## config.mk

```make
export PLATFORM = sky130hd
export DESIGN_NAME = dpba_core
export DESIGN_NICKNAME = d
export VERILOG_FILES = /design/src/core/dpba_fifo.v /design/src/core/dpba_core.v
export VERILOG_INCLUDE_DIRS = /design/src /design/src/shared
export SDC_FILE = /design/constraint.sdc
export NUM_CORES = 2
export LEC_CHECK = 0
export BUFFER_PORTS_ARGS = -buffer_cell sky130_fd_sc_hd__buf_4
export CAP_MARGIN = 20
export CORE_AREA = 2 2 340 342
export DETAILED_ROUTE_END_ITERATION = 6
export DIE_AREA = 0 0 342 344
export HOLD_SLACK_MARGIN = 0.02
export PLACE_DENSITY = 0.78
export RECOVER_POWER = 50
export SYNTH_ARGS = -nofsm -noshare
export SYNTH_HDL_FRONTEND = slang
export SYNTH_SLANG_ARGS = --single-unit
```

## constraint.sdc

```tcl
create_clock -name pclk -period 8.92 [get_ports pclk]
set_clock_uncertainty 0.2 [all_clocks]
set_input_delay 0.446 -clock pclk [delete_from_list [all_inputs] [get_ports pclk]]
set_output_delay 0.446 -clock pclk [all_outputs]
set_load 0.02 [all_outputs]
```

## src/shared/dpba_defs.vh

```
// register map, field positions and reset values of the dma progress and byte aligner
`ifndef DPBA_DEFS_VH
`define DPBA_DEFS_VH

`define DPBA_OFF_MEM_START   8'h00
`define DPBA_OFF_PCI_START   8'h04
`define DPBA_OFF_WORD_COUNT  8'h08
`define DPBA_OFF_CONTROL     8'h0C
`define DPBA_OFF_STATUS      8'h10
`define DPBA_OFF_WORDS_LEFT  8'h64
`define DPBA_OFF_LIVE_MEM    8'h68
`define DPBA_OFF_LIVE_PCI    8'h6C

`define DPBA_CTL_GO          0
`define DPBA_CTL_DIR         1
`define DPBA_CTL_INT_EN      2
`define DPBA_CTL_NMI_REQ     3

`define DPBA_STS_BUSY        0
`define DPBA_STS_DONE        1

`define DPBA_RST_WORD        32'h00000000
`define DPBA_FIFO_DEPTH      32
`define DPBA_FIFO_AW         5

`endif

```

## src/core/dpba_fifo.v

```verilog
// synchronous valid/ready fifo for aligned destination words
module dpba_fifo #(
    parameter W  = 36,
    parameter D  = 32,
    parameter AW = 5
) (
    // clock and reset
    input  wire          clk,
    input  wire          rst_n,
    // fill side
    input  wire          in_valid,
    input  wire [W-1:0]  in_data,
    output wire          in_ready,
    // drain side
    output wire          out_valid,
    output wire [W-1:0]  out_data,
    input  wire          out_ready
);
    reg [W-1:0]  mem [0:D-1];
    reg [AW-1:0] wr_ptr_r;
    reg [AW-1:0] rd_ptr_r;
    reg [AW:0]   count_r;
    wire         push;
    wire         pop;

    assign in_ready  = (count_r != D[AW:0]);
    assign out_valid = (count_r != {(AW+1){1'b0}});
    assign out_data  = mem[rd_ptr_r];
    assign push      = in_valid & in_ready;
    assign pop       = out_valid & out_ready;

    always @(posedge clk) begin
        if (push) begin
            mem[wr_ptr_r] <= in_data;
        end
    end

    always @(posedge clk or negedge rst_n) begin
        if (!rst_n) begin
            wr_ptr_r <= {AW{1'b0}};
            rd_ptr_r <= {AW{1'b0}};
            count_r  <= {(AW+1){1'b0}};
        end else begin
            if (push) begin
                wr_ptr_r <= wr_ptr_r + 1'b1;
            end
            if (pop) begin
                rd_ptr_r <= rd_ptr_r + 1'b1;
            end
            if (push & ~pop) begin
                count_r <= count_r + 1'b1;
            end else if (pop & ~push) begin
                count_r <= count_r - 1'b1;
            end
        end
    end
endmodule

```

## src/core/dpba_core.v

```verilog
// dma progress status registers and byte aligner with apb register access
`include "dpba_defs.vh"

module dpba_core (
    // apb slave
    input  wire        pclk,
    input  wire        presetn,
    input  wire        psel,
    input  wire        penable,
    input  wire        pwrite,
    input  wire [7:0]  paddr,
    input  wire [31:0] pwdata,
    output reg  [31:0] prdata,
    output reg         pready,
    output reg         pslverr,
    // source byte stream
    input  wire        src_valid,
    input  wire [31:0] src_data,
    output reg         src_ready,
    // destination word stream
    output reg         dst_valid,
    output reg  [31:0] dst_data,
    output reg  [3:0]  dst_be,
    input  wire        dst_ready,
    // transfer state
    output reg         xfer_busy,
    output reg         xfer_to_mem,
    // cpu requests, active low
    output reg         cpu_int_n,
    output reg         cpu_nmi_n
);
    // bytes a word step may move from a lane, capped by what is left
    function [2:0] take;
        input [33:0] left;
        input [1:0]  lane;
        reg   [2:0]  room;
        begin
            room = 3'h4 - {1'b0, lane};
            if (left < {31'h0, room}) begin
                take = left[2:0];
            end else begin
                take = room;
            end
        end
    endfunction

    function [3:0] be_mask;
        input [2:0] n;
        input [1:0] lane;
        reg   [7:0] m;
        begin
            m = ((8'h01 << n) - 8'h01) << lane;
            be_mask = m[3:0];
        end
    endfunction

    reg  [31:0] mem_start_r;
    reg  [31:0] pci_start_r;
    reg  [31:0] word_count_r;
    reg         dir_r;
    reg         int_en_r;
    reg         nmi_req_r;
    reg         busy_r;
    reg         done_r;
    reg  [31:0] words_left_count;
    reg  [31:0] live_transfer_pointer;
    reg  [31:0] live_pci_r;
    reg  [33:0] in_left_r;
    reg  [33:0] out_left_r;
    reg  [1:0]  src_lane_r;
    reg  [1:0]  dst_lane_r;
    reg  [3:0]  fill_r;
    reg  [63:0] hold_r;

    reg  [2:0]  in_take;
    reg  [2:0]  need;
    reg         accept;
    reg         emit;
    reg  [3:0]  fill_a;
    reg  [63:0] hold_a;
    reg  [63:0] src_bytes;
    reg  [63:0] hold_nxt;
    reg  [3:0]  fill_nxt;
    reg  [33:0] in_left_nxt;
    reg  [33:0] out_left_nxt;
    reg  [33:0] words_up;
    reg  [31:0] word_out;
    reg  [31:0] rd_val;
    reg         rd_hit;

    wire        apb_wr;
    wire        go;
    wire        done_clr;
    wire        fifo_in_ready;
    wire        fifo_out_valid;
    wire [35:0] fifo_out_data;
    wire        fifo_pop_ready;

    assign apb_wr   = psel & penable & pready & pwrite;
    assign go       = apb_wr & (paddr == `DPBA_OFF_CONTROL) & pwdata[`DPBA_CTL_GO] & ~busy_r;
    assign done_clr = apb_wr & (paddr == `DPBA_OFF_STATUS) & pwdata[`DPBA_STS_DONE];
    assign fifo_pop_ready = ~dst_valid | dst_ready;

    // aligner step: drain a destination word, then append a source word
    always @* begin
        in_take   = take(in_left_r, src_lane_r);
        need      = take(out_left_r, dst_lane_r);
        accept    = src_valid & src_ready;
        emit      = busy_r & (out_left_r != 34'h0) & fifo_in_ready
                    & (fill_r >= {1'b0, need});
        word_out  = hold_r[31:0] << {dst_lane_r, 3'b000};
        fill_a    = emit ? fill_r - {1'b0, need} : fill_r;
        hold_a    = emit ? hold_r >> {need, 3'b000} : hold_r;
        src_bytes = ({32'h00000000, src_data} >> {src_lane_r, 3'b000})
                    & ((64'h0000000000000001 << {in_take, 3'b000}) - 64'h1);
        hold_nxt  = accept ? (hold_a | (src_bytes << {fill_a[2:0], 3'b000})) : hold_a;
        fill_nxt  = accept ? fill_a + {1'b0, in_take} : fill_a;
        in_left_nxt  = accept ? in_left_r - {31'h0, in_take} : in_left_r;
        out_left_nxt = emit ? out_left_r - {31'h0, need} : out_left_r;
        words_up     = (out_left_nxt + 34'h3) >> 2;
    end

    // register read decode
    always @* begin
        rd_hit = 1'b1;
        case (paddr)
            `DPBA_OFF_MEM_START:  rd_val = mem_start_r;
            `DPBA_OFF_PCI_START:  rd_val = pci_start_r;
            `DPBA_OFF_WORD_COUNT: rd_val = word_count_r;
            `DPBA_OFF_CONTROL:    rd_val = {28'h0, nmi_req_r, int_en_r, dir_r, 1'b0};
            `DPBA_OFF_STATUS:     rd_val = {30'h0, done_r, busy_r};
            `DPBA_OFF_WORDS_LEFT: rd_val = words_left_count;
            `DPBA_OFF_LIVE_MEM:   rd_val = live_transfer_pointer;
            `DPBA_OFF_LIVE_PCI:   rd_val = live_pci_r;
            default: begin
                rd_val = 32'h00000000;
                rd_hit = 1'b0;
            end
        endcase
    end

    // apb: one wait-free access, answer registered in the setup cycle
    always @(posedge pclk or negedge presetn) begin
        if (!presetn) begin
            pready  <= 1'b0;
            prdata  <= 32'h00000000;
            pslverr <= 1'b0;
        end else begin
            pready <= psel & ~penable;
            if (psel & ~penable) begin
                prdata  <= pwrite ? 32'h00000000 : rd_val;
                pslverr <= ~rd_hit | (pwrite & (paddr[7:4] == 4'h6));
            end else begin
                pslverr <= 1'b0;
            end
        end
    end

    // software-written configuration
    always @(posedge pclk or negedge presetn) begin
        if (!presetn) begin
            mem_start_r  <= `DPBA_RST_WORD;
            pci_start_r  <= `DPBA_RST_WORD;
            word_count_r <= `DPBA_RST_WORD;
            dir_r        <= 1'b0;
            int_en_r     <= 1'b0;
            nmi_req_r    <= 1'b0;
        end else if (apb_wr) begin
            if ((paddr == `DPBA_OFF_MEM_START) && !busy_r) begin
                mem_start_r <= pwdata;
            end
            if ((paddr == `DPBA_OFF_PCI_START) && !busy_r) begin
                pci_start_r <= pwdata;
            end
            if ((paddr == `DPBA_OFF_WORD_COUNT) && !busy_r) begin
                word_count_r <= pwdata;
            end
            if (paddr == `DPBA_OFF_CONTROL) begin
                if (!busy_r) begin
                    dir_r <= pwdata[`DPBA_CTL_DIR];
                end
                int_en_r  <= pwdata[`DPBA_CTL_INT_EN];
                nmi_req_r <= pwdata[`DPBA_CTL_NMI_REQ];
            end
        end
    end

    // transfer progress and aligner state
    always @(posedge pclk or negedge presetn) begin
        if (!presetn) begin
            busy_r                <= 1'b0;
            done_r                <= 1'b0;
            words_left_count      <= `DPBA_RST_WORD;
            live_transfer_pointer <= `DPBA_RST_WORD;
            live_pci_r            <= `DPBA_RST_WORD;
            in_left_r             <= 34'h0;
            out_left_r            <= 34'h0;
            src_lane_r            <= 2'b00;
            dst_lane_r            <= 2'b00;
            fill_r                <= 4'h0;
            hold_r                <= 64'h0;
            src_ready             <= 1'b0;
        end else if (go) begin
            busy_r                <= (word_count_r != 32'h0);
            words_left_count      <= word_count_r;
            live_transfer_pointer <= mem_start_r;
            live_pci_r            <= pci_start_r;
            in_left_r             <= {word_count_r, 2'b00};
            out_left_r            <= {word_count_r, 2'b00};
            // direction arrives with the same write as go, not yet in dir_r
            src_lane_r            <= pwdata[`DPBA_CTL_DIR] ? pci_start_r[1:0] : mem_start_r[1:0];
            dst_lane_r            <= pwdata[`DPBA_CTL_DIR] ? mem_start_r[1:0] : pci_start_r[1:0];
            fill_r                <= 4'h0;
            hold_r                <= 64'h0;
            src_ready             <= (word_count_r != 32'h0);
            if (done_clr) begin
                done_r <= 1'b0;
            end
        end else begin
            hold_r           <= hold_nxt;
            fill_r           <= fill_nxt;
            in_left_r        <= in_left_nxt;
            out_left_r       <= out_left_nxt;
            words_left_count <= words_up[31:0];
            if (accept) begin
                src_lane_r <= 2'b00;
            end
            if (emit) begin
                dst_lane_r <= dst_lane_r + need[1:0];
            end
            // source side address moves on accept, destination side on emit
            if (dir_r) begin
                if (accept) begin
                    live_pci_r <= live_pci_r + {29'h0, in_take};
                end
                if (emit) begin
                    live_transfer_pointer <= live_transfer_pointer + {29'h0, need};
                end
            end else begin
                if (accept) begin
                    live_transfer_pointer <= live_transfer_pointer + {29'h0, in_take};
                end
                if (emit) begin
                    live_pci_r <= live_pci_r + {29'h0, need};
                end
            end
            src_ready <= busy_r & (in_left_nxt != 34'h0) & (fill_nxt <= 4'h4);
            if (busy_r && (out_left_nxt == 34'h0)) begin
                busy_r <= 1'b0;
                done_r <= 1'b1;
            end else if (done_clr) begin
                done_r <= 1'b0;
            end
        end
    end

    dpba_fifo #(
        .W  (36),
        .D  (`DPBA_FIFO_DEPTH),
        .AW (`DPBA_FIFO_AW)
    ) u_fifo (
        .clk       (pclk),
        .rst_n     (presetn),
        .in_valid  (emit),
        .in_data   ({be_mask(need, dst_lane_r), word_out}),
        .in_ready  (fifo_in_ready),
        .out_valid (fifo_out_valid),
        .out_data  (fifo_out_data),
        .out_ready (fifo_pop_ready)
    );

    // registered output stage and cpu request pins
    always @(posedge pclk or negedge presetn) begin
        if (!presetn) begin
            dst_valid   <= 1'b0;
            dst_data    <= 32'h00000000;
            dst_be      <= 4'h0;
            xfer_busy   <= 1'b0;
            xfer_to_mem <= 1'b0;
            cpu_int_n   <= 1'b1;
            cpu_nmi_n   <= 1'b1;
        end else begin
            if (fifo_pop_ready) begin
                dst_valid <= fifo_out_valid;
                dst_data  <= fifo_out_data[31:0];
                dst_be    <= fifo_out_data[35:32];
            end
            xfer_busy   <= busy_r;
            xfer_to_mem <= dir_r;
            cpu_int_n   <= ~(done_r & int_en_r);
            cpu_nmi_n   <= ~nmi_req_r;
        end
    end
endmodule

```

==> results.tsv <==
metric	value	unit
p_per_area	221	nW/um^2
crit_path_max_fanout	42	
path_class	register to register	
cts.sinks	1581	
synthesis.area	69000	sq um
final_nets	4791	
row_count	124	
place.gp.congestion	0.947	
syn-num-nets	4573	
cp_top_family	simple AND/OR/NAND/NOR gates	
reg2reg_to	hold_r[40]$_DFF_PN0_	
crit_cells	22	
cts_buffers	157	
grt_max_degree	120	
cap_violations	33	
h-tree-depth	4	
io_buffer_count	154	
ant_nets	0	
hold_class	primary input to register	
syn_inst	4454	
endpoint	hold_r[40]$_DFF_PN0_	
globalRouteOverflowTotal	0	
worst_path_largest_cell_delay	0.95	ns
core	114000	sq um
drtIter0Drc	5634	
yosys-top-cells-area	edfxtp_1 (50%), dfrtp_1 (15%), mux4_2 (12%)	
grt_first_pass_wirelength	288	mm
start_util	0.606	
drt-pass1-iter-count	7	
seq_area_frac_synth	0.657	
rsz0062_at_grt	false	
path_buf_inv	6	
die_area	118000	sq um
drive_gt1_frac	0.213	
synth_top_family_by_area	multiplexers	
required	9.40	ns
crit_chain	buf_4, inv_1, ha_1, inv_1, ha_1, a21o_1, a21oi_4, nand2_1, nand2_1, nand2_1, inv_2, ha_1, a211oi_1, nand4_2, nand3_4, inv_2, mux2i_4, inv_2, nor3_1, a222oi_1, o21a_1, nor2_1	
drv_slew	1295	
rrSetupSlack	1.10	ns
fin_crit	7.82	ns
post_cts_buffers	0	
r2r_cells	22	
worstMarginPinSlew	6.05	ns
async_reset_ff_frac	0.271	
clockBufferDepth	3	
period_share	0.876	
violations	design-rule violations, max-capacitance violations, max-slew violations	
finalSetupTns	0	ns
ys_ff_latch	1581	
status	finished, violations left	
drc	1	
max_freq	128	MHz
synth_xor_area_frac	0.0181	
grtUsageTotal	0.335	
synth_compound_area_frac	0.0668	
wl_per_cell	31.0	um
yosys.area_share.simple	0.0700	
synth_top_area_cell	edfxtp_1	
cts.reportedPaths.clkPinSlew	0.06	ns
slew_headroom	-3.03	
synth_edf_count	1152	
antenna_found_initial	6	
cts_tree	yes	
netlist.area_leader.share	0.501	
reg2reg_from	dst_lane_r[0]$_DFFE_PN0P_	
grt_pass1_vias	42700	
synth_fa_ha_area_frac	0.00837	
cp-end-kind	register	
vias_per_cell	6.86	
p_leak	26.1	nW
ir_worst_vdd	0.268	mV
yosys_warnings	0	
die_x	342	um
num-fill-cells	7435	
hold_violations	0	
syn_avg_cell_area	15.5	sq um
area_growth	12.6	%
synth_flop_cell	edfxtp_1	
synthMuxAreaShare	0.162	
final_util	0.683	
fp.dieH	344	um
setup_violations	0	
crit_start	dst_lane_r[0]$_DFFE_PN0P_	
vias	43300	
ys_types	95	
worstSetupStartpointType	register	
crit_slowest_cell	nor3_1	
clockRootBuffer	clkbuf_16	
hpwl	114	mm
arrival	8.30	ns
insertion_delay	0.80	ns
ios	155	
wl	196	mm
[synthesized netlist by cell type (7+ instances only)]
master     number
edfxtp_1     1152
dfrtp_1       427
mux4_2        362
nor2_1        322
nand2_1       306
a21oi_1       209
o21ai_0       205
clkbuf_1      190
mux2_2        161
mux2i_1       117
nand3_1        83
xnor2_1        78
nor3_1         63
xor2_1         63
a22oi_1        60
buf_1          57
a221oi_1       45
inv_1          44
o22ai_1        37
ha_1           35
nand4_1        34
nor4_1         32
o21a_1         23
and2_1         22
and3_1         19
or3_1          19
a211oi_1       17
a31oi_1        16
a21o_1         15
nor2b_1        15
nand2b_1       14
or2_2          11
buf_2          10
o31a_1         10
o221ai_1        9
o2bb2ai_1       9
o32ai_1         9
or4_1           9
a222oi_1        8
a311o_1         8
a32o_1          8
nor3_2          8
nor4_2          8
buf_6           7
[state kept, by name (all words and copies together) (netlist names), 2 cells and up]
signal and cells:
live_pci_r 32, hold_r 64, u_fifo.wr_ptr_r 5, words_left_count 32, dst_data 32, live_transfer_pointer 32
dst_lane_r 2, pci_start_r 32, u_fifo.mem 1152, fill_r 4, src_lane_r 2, dst_be 4
word_count_r 32, mem_start_r 32, prdata 32, u_fifo.rd_ptr_r 5, in_left_r 34, out_left_r 34
u_fifo.count_r 6
[worst min path at each step]
stage          cells after the start  slack [ns]               endpoint                   from
6_report                           4        0.02  prdata[2]$_DFFE_PN0P_                penable
5_1_grt                            4        0.04  prdata[2]$_DFFE_PN0P_                penable
4_1_cts                            5        0.05  nmi_req_r$_DFFE_PN0P_                penable
3_5_place_dp                       1        0.25    cpu_int_n$_DFF_PN1_   int_en_r$_DFFE_PN0P_
3_3_place_gp                       1        0.24    cpu_nmi_n$_DFF_PN1_  nmi_req_r$_DFFE_PN0P_
2_1_floorplan                      0       -0.05     busy_r$_DFFE_PN0P_                presetn
[per-layer routing]
layer  GRT usage  share of wire  up-vias  wire length (um)
met2       0.553           0.49     2819             96900
met1       0.449           0.36    22100             71000
met3      0.0563          0.093      527             18300
li1            -              -    17900                 -
met5           0        0.00022        -                44
met4       0.142          0.049        8              9590
[cells in the final DEF, fill, tap and decap left out, drive strengths merged, types with 35 or more instances in the layout]
cell / instances
a21oi: 211
a221oi: 45
a22oi: 60
buf: 146
clkbuf: 317
clkinv: 61
dfrtp: 427
dlygate4sd3: 55
edfxtp: 1152
ha: 35
inv: 55
mux2: 164
mux2i: 118
mux4: 362
nand2: 306
nand3: 87
nand4: 36
nor2: 324
nor3: 72
nor4: 44
o21ai: 207
o22ai: 37
xnor2: 78
xor2: 64
[worst min-delay path, cell delays in order]
cell and delay, ns:
buf_4 0.09, nand2b_1 0.10, or3_1 0.20, o21ai_0 0.11
[stage by stage]
stage / worst slack [ns] / power (W) / cells / hold WS (ns) / cell area, sq um
floorplan: 2.10 / 0.00977 / 4454 / -0.0496 / 69000
global placement: 1.43 / 0.0104 / 5959 / 0.235 / 72200
detailed placement: 1.29 / 0.0104 / 5961 / 0.250 / 72300
CTS: 1.24 / 0.0173 / 6307 / 0.0450 / 78200
global route: 0.432 / 0.0176 / 6316 / 0.0359 / 77700
finish: 1.10 / 0.0172 / 6318 / 0.0234 / 77700
[cell families after synthesis]
family | count (synthesis)
flops | 1581
simple gates | 1004
compound gates | 729
fa+ha+maj | 44
buf+inv | 310
xor+xnor | 142
mux | 644
[timing repair]
item,in CTS,in global routing
hold buffers,55,0
endpoints found under the hold margin,239,0
resized for setup,0,0
[cell type report]
class | instances | area, sq um | share of cell area
Antenna cell | 2 | 5.00 | 0.0000644
Clock buffer | 195 | 4190 | 0.0540
Clock inverter | 96 | 1170 | 0.0151
Inverter | 46 | 173 | 0.00222
Multi-Input combinational cell | 2563 | 22800 | 0.293
Sequential cell | 1581 | 45300 | 0.583
Tap cell | 1512 | 1890 | 0.0243
Timing Repair Buffer | 323 | 2170 | 0.0279
[power by group]
group | leakage (nW) | switching (W) | internal, W
clock | 2.61 | 0.00297 | 0.00397
sequential | 14.8 | 0.000250 | 0.00787
combinational | 8.64 | 0.00112 | 0.00100
total | 26.1 | 0.00434 | 0.0128
No activity file was read; power rests on OpenSTA's default activity.
